File: config.mk
export PLATFORM = sky130hd
export DESIGN_NAME = awg_wait_gen
export DESIGN_NICKNAME = d
export VERILOG_FILES = /design/src/rtl/awg_pkg.sv /design/src/rtl/awg_wait_gen.sv
export SDC_FILE = /design/constraint.sdc
export NUM_CORES = 1
export LEC_CHECK = 0
export BUFFER_PORTS_ARGS = -buffer_cell sky130_fd_sc_hd__buf_4
export CAP_MARGIN = 25
export CORE_UTILIZATION = 40
export CTS_CLUSTER_SIZE = 14
export DETAILED_ROUTE_END_ITERATION = 8
export GPL_ROUTABILITY_DRIVEN = 0
export SYNTH_ARGS = -nofsm -noshare
export SYNTH_HDL_FRONTEND = slang
export SYNTH_SLANG_ARGS = --single-unit
File: constraint.sdc
create_clock -name i_mclk -period 3.2 [get_ports i_mclk]
set_clock_uncertainty 0.05 [all_clocks]
set_input_delay 0.64 -clock i_mclk [delete_from_list [all_inputs] [get_ports i_mclk]]
set_output_delay 0.64 -clock i_mclk [all_outputs]
set_load 0.05 [all_outputs]
File: src/rtl/awg_pkg.sv
// Constants and types for the converter register wait generator.
package awg_pkg;
  // Register select codes presented by the CPU with each access.
  localparam logic [1:0] SEL_MODE = 2'h0;
  localparam logic [1:0] SEL_CHANNEL = 2'h1;
  localparam logic [1:0] SEL_PORT_CFG = 2'h2;
  localparam logic [1:0] SEL_RESULT = 2'h3;

  // Conversion clock divider select codes (peripheral clock divided by N).
  localparam logic [2:0] DIV_SEL_2 = 3'h0;
  localparam logic [2:0] DIV_SEL_3 = 3'h1;
  localparam logic [2:0] DIV_SEL_4 = 3'h2;
  localparam logic [2:0] DIV_SEL_6 = 3'h3;
  localparam logic [2:0] DIV_SEL_8 = 3'h4;
  localparam logic [2:0] DIV_SEL_12 = 3'h5;

  // Divider ratios.
  localparam logic [7:0] DIV_2 = 8'h02;
  localparam logic [7:0] DIV_3 = 8'h03;
  localparam logic [7:0] DIV_4 = 8'h04;
  localparam logic [7:0] DIV_6 = 8'h06;
  localparam logic [7:0] DIV_8 = 8'h08;
  localparam logic [7:0] DIV_12 = 8'h0c;

  // Wait count formula terms and bounds.
  localparam logic [7:0] WAIT_MUL = 8'h02;
  localparam logic [7:0] WAIT_ADD = 8'h01;
  localparam logic [4:0] WAIT_MIN_FAST = 5'h01;
  localparam logic [4:0] WAIT_MIN_SLOW = 5'h02;
  localparam logic [1:0] EDGES_DONE = 2'h2;

  // Reset values.
  localparam logic [4:0] COUNT_RST = 5'h00;
  localparam logic [4:0] LIMIT_RST = 5'h01;
  localparam logic [1:0] EDGES_RST = 2'h0;

  typedef enum logic [1:0] {
    AWG_IDLE = 2'b00,
    AWG_WAIT = 2'b01,
    AWG_DONE = 2'b11
  } awg_state_type;

  typedef struct packed {
    awg_state_type st;
    logic [4:0] count;
    logic [4:0] limit;
    logic [1:0] edges;
    logic sync1;
    logic sync2;
    logic sync3;
    logic cpu_wait;
    logic done;
    logic periph_access;
    logic periph_write;
    logic [1:0] periph_sel;
    logic violation;
  } awg_regs_type;
endpackage

File: src/rtl/awg_wait_gen.sv
// Wait-state generator for CPU accesses to the converter registers.
`timescale 1ns/1ps
`default_nettype none

module awg_wait_gen
  import awg_pkg::*;
(
  input wire logic i_mclk,
  input wire logic i_rstn,
  input wire logic i_bus_req,
  input wire logic i_bus_write,
  input wire logic [1:0] i_bus_sel,
  input wire logic [2:0] i_conv_div_sel,
  input wire logic [1:0] i_cpu_shift,
  input wire logic i_prs_clk_run,
  input wire logic i_conv_clk,
  output logic o_cpu_wait,
  output logic o_access_done,
  output logic o_periph_access,
  output logic o_periph_write,
  output logic [1:0] o_periph_sel,
  output logic o_stopped_access
);

  awg_regs_type r_reg;
  awg_regs_type r_next;

  // The CPU clock is taken as the peripheral clock shifted right by
  // i_cpu_shift, which only holds when both come from one source.
  function automatic logic [4:0] calc_limit(input logic [2:0] div_sel,
                                            input logic [1:0] shift);
    logic [7:0] div;
    logic [7:0] num;
    logic [7:0] quo;
    logic [7:0] rem;
    logic [7:0] half_den;
    logic [7:0] total;
    div = DIV_2;
    case (div_sel)
      DIV_SEL_2: div = DIV_2;
      DIV_SEL_3: div = DIV_3;
      DIV_SEL_4: div = DIV_4;
      DIV_SEL_6: div = DIV_6;
      DIV_SEL_8: div = DIV_8;
      DIV_SEL_12: div = DIV_12;
      default: div = DIV_2;
    endcase
    num = 8'(WAIT_MUL * div);
    quo = num >> shift;
    rem = num - 8'(quo << shift);
    half_den = 8'(8'h01 << shift);
    total = quo + WAIT_ADD;
    if (8'(rem << 1) > half_den) begin
      total = total + 8'h01;
    end
    if (div >= DIV_6 && total < 8'(WAIT_MIN_SLOW)) begin
      total = 8'(WAIT_MIN_SLOW);
    end
    if (total < 8'(WAIT_MIN_FAST)) begin
      total = 8'(WAIT_MIN_FAST);
    end
    return total[4:0];
  endfunction

  function automatic logic is_wait_access(input logic wr, input logic [1:0] sel);
    return (wr && (sel == SEL_MODE || sel == SEL_CHANNEL || sel == SEL_PORT_CFG)) ||
           (!wr && sel == SEL_RESULT);
  endfunction

  logic conv_rise;
  logic finish;
  assign conv_rise = r_reg.sync2 && !r_reg.sync3;
  // Completion is confirmed by two conversion clock edges; the limit caps
  // the wait so a stalled peripheral clock cannot hang the CPU forever.
  assign finish = (r_reg.edges + {1'b0, conv_rise} >= EDGES_DONE) ||
                  (r_reg.count + 5'h01 >= r_reg.limit);

  always_comb begin
    r_next = r_reg;
    // Two flops settle the foreign conversion clock; the third only marks its rising edge.
    r_next.sync1 = i_conv_clk;
    r_next.sync2 = r_reg.sync1;
    r_next.sync3 = r_reg.sync2;
    r_next.done = 1'b0;
    case (r_reg.st)
      AWG_IDLE: begin
        if (i_bus_req) begin
          r_next.periph_write = i_bus_write;
          r_next.periph_sel = i_bus_sel;
          r_next.count = COUNT_RST;
          r_next.edges = EDGES_RST;
          r_next.limit = calc_limit(i_conv_div_sel, i_cpu_shift);
          if (is_wait_access(i_bus_write, i_bus_sel)) begin
            r_next.st = AWG_WAIT;
            r_next.cpu_wait = 1'b1;
            r_next.periph_access = 1'b1;
            // A stopped peripheral clock here is a software fault; flag it.
            r_next.violation = !i_prs_clk_run;
          end else begin
            r_next.st = AWG_DONE;
            r_next.done = 1'b1;
            r_next.periph_access = 1'b1;
          end
        end
      end
      AWG_WAIT: begin
        r_next.count = r_reg.count + 5'h01;
        if (conv_rise) begin
          r_next.edges = r_reg.edges + 2'h1;
        end
        if (finish) begin
          r_next.st = AWG_DONE;
          r_next.cpu_wait = 1'b0;
          r_next.done = 1'b1;
          r_next.periph_access = 1'b0;
        end else begin
          r_next.periph_access = 1'b1;
        end
      end
      AWG_DONE: begin
        // One dead cycle while the done pulse is high, so a request held over from the
        // finished access cannot be taken a second time.
        r_next.st = AWG_IDLE;
        r_next.periph_access = 1'b0;
        r_next.violation = 1'b0;
      end
      default: begin
        r_next.st = AWG_IDLE;
        r_next.cpu_wait = 1'b0;
        r_next.periph_access = 1'b0;
      end
    endcase
  end

  always_ff @(posedge i_mclk or negedge i_rstn) begin
    if (!i_rstn) begin
      r_reg.st <= AWG_IDLE;
      r_reg.count <= COUNT_RST;
      r_reg.limit <= LIMIT_RST;
      r_reg.edges <= EDGES_RST;
      r_reg.sync1 <= 1'b0;
      r_reg.sync2 <= 1'b0;
      r_reg.sync3 <= 1'b0;
      r_reg.cpu_wait <= 1'b0;
      r_reg.done <= 1'b0;
      r_reg.periph_access <= 1'b0;
      r_reg.periph_write <= 1'b0;
      r_reg.periph_sel <= SEL_MODE;
      r_reg.violation <= 1'b0;
    end else begin
      r_reg <= r_next;
    end
  end

  assign o_cpu_wait = r_reg.cpu_wait;
  assign o_access_done = r_reg.done;
  assign o_periph_access = r_reg.periph_access;
  assign o_periph_write = r_reg.periph_write;
  assign o_periph_sel = r_reg.periph_sel;
  assign o_stopped_access = r_reg.violation;

  chk_wait_on_conv: assert property (@(posedge i_mclk) disable iff (!i_rstn)
    (r_reg.st == AWG_IDLE && i_bus_req && is_wait_access(i_bus_write, i_bus_sel))
    |=> o_cpu_wait && !o_access_done)
    else $error("no wait on converter register access");

  chk_no_wait_other: assert property (@(posedge i_mclk) disable iff (!i_rstn)
    (r_reg.st == AWG_IDLE && i_bus_req && !is_wait_access(i_bus_write, i_bus_sel))
    |=> !o_cpu_wait && o_access_done)
    else $error("wait raised on a non-waiting access");

  chk_wait_bound: assert property (@(posedge i_mclk) disable iff (!i_rstn)
    o_cpu_wait |-> r_reg.count < r_reg.limit)
    else $error("wait ran past its computed limit");

  chk_release_next: assert property (@(posedge i_mclk) disable iff (!i_rstn)
    (r_reg.st == AWG_WAIT && finish) |=> !o_cpu_wait && o_access_done ##1 !o_access_done)
    else $error("wait not released one cycle after completion");

  chk_access_held: assert property (@(posedge i_mclk) disable iff (!i_rstn)
    o_cpu_wait |-> o_periph_access)
    else $error("peripheral access dropped while CPU waits");

  chk_target_held: assert property (@(posedge i_mclk) disable iff (!i_rstn)
    o_cpu_wait && $past(o_cpu_wait) |-> $stable(o_periph_sel) && $stable(o_periph_write))
    else $error("peripheral target changed while CPU waits");

  chk_count_cpu: assert property (@(posedge i_mclk) disable iff (!i_rstn)
    (o_cpu_wait && $past(o_cpu_wait)) |-> r_reg.count == $past(r_reg.count) + 5'h01)
    else $error("wait counter did not advance on the CPU clock");

  chk_limit_slow: assert property (@(posedge i_mclk) disable iff (!i_rstn)
    $rose(o_cpu_wait) && $past(i_conv_div_sel) >= DIV_SEL_6 &&
    $past(i_conv_div_sel) <= DIV_SEL_12 |-> r_reg.limit >= WAIT_MIN_SLOW)
    else $error("slow divider limit below two clocks");

  chk_limit_max: assert property (@(posedge i_mclk) disable iff (!i_rstn)
    $rose(o_cpu_wait) && $past(i_conv_div_sel) == DIV_SEL_2 && $past(i_cpu_shift) == 2'h0
    |-> r_reg.limit == 5'h05)
    else $error("limit wrong for divide by two at full CPU speed");

  chk_stop_flag: assert property (@(posedge i_mclk) disable iff (!i_rstn)
    (r_reg.st == AWG_IDLE && i_bus_req && is_wait_access(i_bus_write, i_bus_sel)
     && !i_prs_clk_run) |=> o_stopped_access)
    else $error("access with stopped peripheral clock not flagged");

endmodule

`default_nettype wire

== After elaboration in Yosys (flattened, before gate mapping) ==
Cells that the tools add are included.

* Register bits: 24
* Input port bits: 13
* Output and inout port bits: 7
* Logic and storage cells: 91

* $add $sub $neg: 6
* Order comparisons: 6
* Equal/unequal tests: 14
* Shift operators: 3
* Muxes and demuxes: 27
* Bitwise logic cells: 1
* Reductions and logical operators: 21

{| class="wikitable"
|+ Operators with widths
! cell !! number
|-
| $mux 8 || 8
|-
| $pmux 4 s5 || 1
|-
| $add 8x1->8 const B || 2
|-
| $mux 14 || 1
|-
| $pmux 5 s2 || 1
|-
| $ge 8x3->1 const B || 1
|-
| $gt 8x8->1 || 1
|-
| $lt 8x1->1 const B || 1
|-
| $lt 8x2->1 const B || 1
|-
| $mux 2 || 4
|-
| $ne 2x2->1 const B || 4
|-
| $pmux 2 s2 || 2
|-
| $shl 1x2->8 const A || 1
|-
| $shl 8x2->7 || 1
|-
| $shr 8x2->8 || 1
|-
| $mux 7 || 1
|-
| $sub 7x7->7 || 1
|-
| $eq 2x2->1 const B || 3
|-
| $eq 3x2->1 const B || 2
|-
| $eq 3x3->1 const B || 2
|-
| $pmux 1 s2 || 3
|-
| $reduce_and 2->1 || 3
|-
| $reduce_and 3->1 || 2
|-
| $add 5x1->5 const B || 1
|-
| 16 further kinds || 30
|}

== Logic depth before layout (Yosys ltp) ==
* Depth after elaboration: 20
* Depth in mapped cells: 15
* Gate-level depth less buffers: 15

== Worst setup path before layout ==
OpenSTA, ideal clock, no wires.

* Path kind: in2reg
* From: input port i_conv_div_sel[1]
* To: register r_reg[13] in the netlist's numbering
* Setup time: 0.087 ns
* Data arrival time: 3.409 ns
* Data required time: 3.063 ns
* Path slack: -0.346 ns
* Cell stages on the path: 12
* Path buffers: 0
* Path through: inv_1 > ha_1 > or2_1 > o21ai_1 > a21oi_1 > ha_1 > nor2b_1 > a2111oi_4 > or4b_1 > a31oi_1 > o211ai_1 > a22oi_1

* Cells in the longest elaborated chain, start to end: 18
* Elaborated cells on any way between the ends: 25
* Those cells by class: add/sub (3); order compare (4); eq/ne (5); shift (2); mux (10); reduce/logical (1)

{| class="wikitable"
|+ RTL lines
! element !! line !! source
|-
| start: declaration || awg_wait_gen.sv:13 || <nowiki>input wire logic [2:0] i_conv_div_sel,</nowiki>
|-
| $eq 3x3->1 (tied with other cells) || awg_wait_gen.sv:39 || <nowiki>case (div_sel)</nowiki>
|-
| $pmux 4 s5 * || awg_wait_gen.sv:39 ||
|-
| $mux 8 * || awg_wait_gen.sv:87 || <nowiki>if (i_bus_req) begin</nowiki>
|-
| $mux 8 * || awg_wait_gen.sv:85 || <nowiki>case (r_reg.st)</nowiki>
|-
| $shr 8x2->8 || awg_wait_gen.sv:49 || <nowiki>quo = num >> shift;</nowiki>
|-
| $shl 8x2->7 || awg_wait_gen.sv:50 || <nowiki>rem = num - 8'(quo << shift);</nowiki>
|-
| $sub 7x7->7 || awg_wait_gen.sv:50 ||
|-
| $gt 8x8->1 || awg_wait_gen.sv:53 || <nowiki>if (8'(rem << 1) > half_den) begin</nowiki>
|-
| [2 not listed] || n/a ||
|-
| $mux 8 || awg_wait_gen.sv:85 ||
|-
| $lt 8x2->1 || awg_wait_gen.sv:56 || <nowiki>if (div >= DIV_6 && total < 8'(WAIT_MIN_SLOW)) begin</nowiki>
|-
| $logic_and 1x1->1 || awg_wait_gen.sv:56 ||
|-
| $mux 8 * || awg_wait_gen.sv:56 ||
|-
| $mux 8 * || awg_wait_gen.sv:87 ||
|-
| $mux 8 * || awg_wait_gen.sv:85 ||
|-
| $lt 8x1->1 || awg_wait_gen.sv:59 || <nowiki>if (total < 8'(WAIT_MIN_FAST)) begin</nowiki>
|-
| $mux 5 * || awg_wait_gen.sv:59 ||
|-
| end signal: assignment || awg_wait_gen.sv:151 || <nowiki>r_reg <= r_next;</nowiki>
|-
| end: declaration || awg_wait_gen.sv:25 || <nowiki>awg_regs_type r_reg;</nowiki>
|}

Every way passes the cells marked *; elsewhere a longest branch is shown, timed or not. The select of a mux whose other input is x is not followed.
A chain may end at the register's enable or synchronous reset.

== Worst setup path after layout ==
* From: input port i_conv_div_sel[1]
* To: register r_reg[16] in the netlist's numbering

Same word-level chain as after synthesis.

==> results.ini <==
[timing]
setup_ws_ps=-143.4
fin_crit_ps=3343
fin_setup_tns_ps=-405.1
setup_viol=4
slew_headroom_pct=53.40
period_share_pct=104.5
worstMarginPinSlew_ps=697.0
fmax_mhz=299.1
holdWs_ps=212.4
slew_viol_final=0
hold_viol_final=0
rsz0062_at_grt=true

[setup_path]
cp.arrival_ps=3420
reg2reg_to=o_cpu_wait
start_kind=primary input
rr_worst_depth=8
rrSetupSlack_ps=810
worstSetupPathType=in2reg
r2r-start=r_reg[17]
cp-endpoint=r_reg[16]
crit_required_ps=3280
critPathLaunch=i_conv_div_sel[1]
crit_fanout=6
end_kind=register

[floorplan]
core-area_um2=4474
fp-row-count=24
die_x_um=71.07
die_area_um2=5050
initial_core_util_pct=42.65
die_h_um=71.07
pin_count=20

[routing]
viasPerCell=5.136
drt-initial-drc-count=47
dr.pass1.iters=4
drc_errors=0
ant_nets=0
wl_um=4356
vias=1700
top_layer=met4
route.met2.wl_um=2180
met3WireLength_um=81
wl_per_cell_um=13.16
wl_met1_um=2047

[yosys]
synth_nets=261
synth_seq_area_share_pct=31.54
synth_top_area_share_pct=30.16
ys_warn_count=0
yosysTopAreaCell=dfrtp_1
ys_types=53
synth_edf_count=0
syn_avg_cell_area_um2=8.369
syn_area_um2=1908
syn_inst=228
async_reset_ff_share_pct=100.0
synth_area_leaders=dfrtp_1 30%, ha_1 12%, nand2_1 6.7%
synth.ff_latch_count=24
synth-main-ff-cell=dfrtp_1

[grt]
grt_max_degree=25
grt_pass1_wl_um=7348
overflow=0
gr-usage-all-layers_pct=18.16
antenna_found_initial=0
grt_pass1_vias=1638

[min_path]
holdCritPathClass=in2async

[cells_and_area]
layout_commonest_cell=buf_4
nFillCells=415
syn2layout_area_growth_pct=32.98
largest_reg_flops=15
register_area_um2=601.8
nets=313
drive_gt1_share_pct=30.82
mostFrequentLayoutCells=50 x buf_4, 33 x nand2_1, 23 x dfrtp_1, 17 x inv_1
antenna_cells=0
multi_input_area_um2=1294
fin_area_um2=2537

[power]
power_density_nw_per_um2=670.1
ir_drop_mv=0.2659
p_leak_nw=1.218

[run]
cap_violations=0

[clock_network]
clkSlewWorstSetupHoldPaths_ps=90
cts_tree=built
post-cts-setup-buffer-count=0
holdBufCountCts=0
cts-buffers-inserted=3
clk_latency_ps=260
cts.sinks=24
cts_buffer_depth=2
root_buffer=clkbuf_8
htree_levels=1

[outcome]
failed_checks=setup timing
status=complete, but fails checks

[placement]
post-dp-hpwl_um=3419
port_buffers=19
post_dp_cell_area_um2=2372

==> cells in the mapped netlist, types with 2 or more instances <==
library cell / count
inv_1: 18
xnor2_1: 5
buf_4: 2
inv_2: 3
o21ai_1: 5
dfrtp_1: 23
or2b_1: 2
or4b_1: 2
o211ai_1: 6
xor2_1: 5
a211oi_1: 3
a31oi_1: 2
nand3_1: 8
o21ai_0: 10
clkbuf_1: 3
nand2_1: 34
a21o_1: 5
nor3_1: 2
o21a_1: 3
ha_1: 19
nor2_1: 18
a211o_1: 2
a21oi_1: 12
mux2i_1: 2
nand2b_1: 3
nor2b_1: 4
==> how the worst min path moves through the flow <==
stage               from         endpoint  slack (ps)  cells after the start
2_1_floorplan  r_next[8]        r_next[7]         280                      0
3_3_place_gp   r_next[8]        r_next[7]         290                      0
3_5_place_dp   r_next[8]        r_next[7]         290                      0
4_1_cts           i_rstn  o_periph_access         210                      1
5_1_grt           i_rstn  o_periph_access         220                      1
6_report          i_rstn  o_periph_access         210                      1
==> what timing repair did <==
item	in CTS	in global routing
pin swaps	7	6
setup endpoints to repair	4	5
resized for setup	7	11
==> cell families after synthesis <==
family / synth area share (%)
xor gates and xnor gates: 4.590
buffers and inverters: 6.032
adders and majority gates: 13.51
other: 0.1965
DFF: 31.54
and+or+nand+nor: 21.12
muxes: 1.049
AOI/OAI and AO/OA: 21.97
==> through the flow <==
stage          setup WS (ps)  power, W  std cells  utilization (%)
2_1_floorplan         -242.8  0.001152        228                -
3_3_place_gp          -438.7  0.001391        327            53.02
3_5_place_dp          -506.7  0.001404        327            53.02
4_1_cts               -127.0  0.001685        331            55.59
5_1_grt               -272.0  0.001836        331            56.71
6_report              -143.4  0.001700        331            56.71
==> critical path: stages <==
cell and delay (ps):
buf_8 100, or3b_4 430, nor2_4 140, buf_4 140, fa_2 420, inv_1 80, ha_1 230, a31oi_1 130
a21o_1 150, buf_4 140, nor2_1 50, or4b_1 530, xor2_1 160, o21ai_1 70
==> layer usage <==
metal / vias up / GRT usage [%]
met5: - / 0
met4: 0 / 5.111
met3: 6 / 1.567
met2: 24 / 32.80
met1: 778 / 23.19
li1: 892 / -
==> cell type report <==
class                      instances  share of cell area (%)
sequential                        24                   23.72
tap                               52                   2.564
inverter                          22                   3.304
multi-input combinational        176                   50.99
clock inverter                     1                   1.183
timing repair buffer              53                   16.62
clock buffer                       3                   1.627
==> where the power goes <==
group          switching [W]  internal (W)  total, W
Sequential         0.0000928      0.000424  0.000517
Combinational       0.000534      0.000387  0.000921
Clock              0.0000952      0.000167  0.000262
Power figures use the tool's default switching activity.
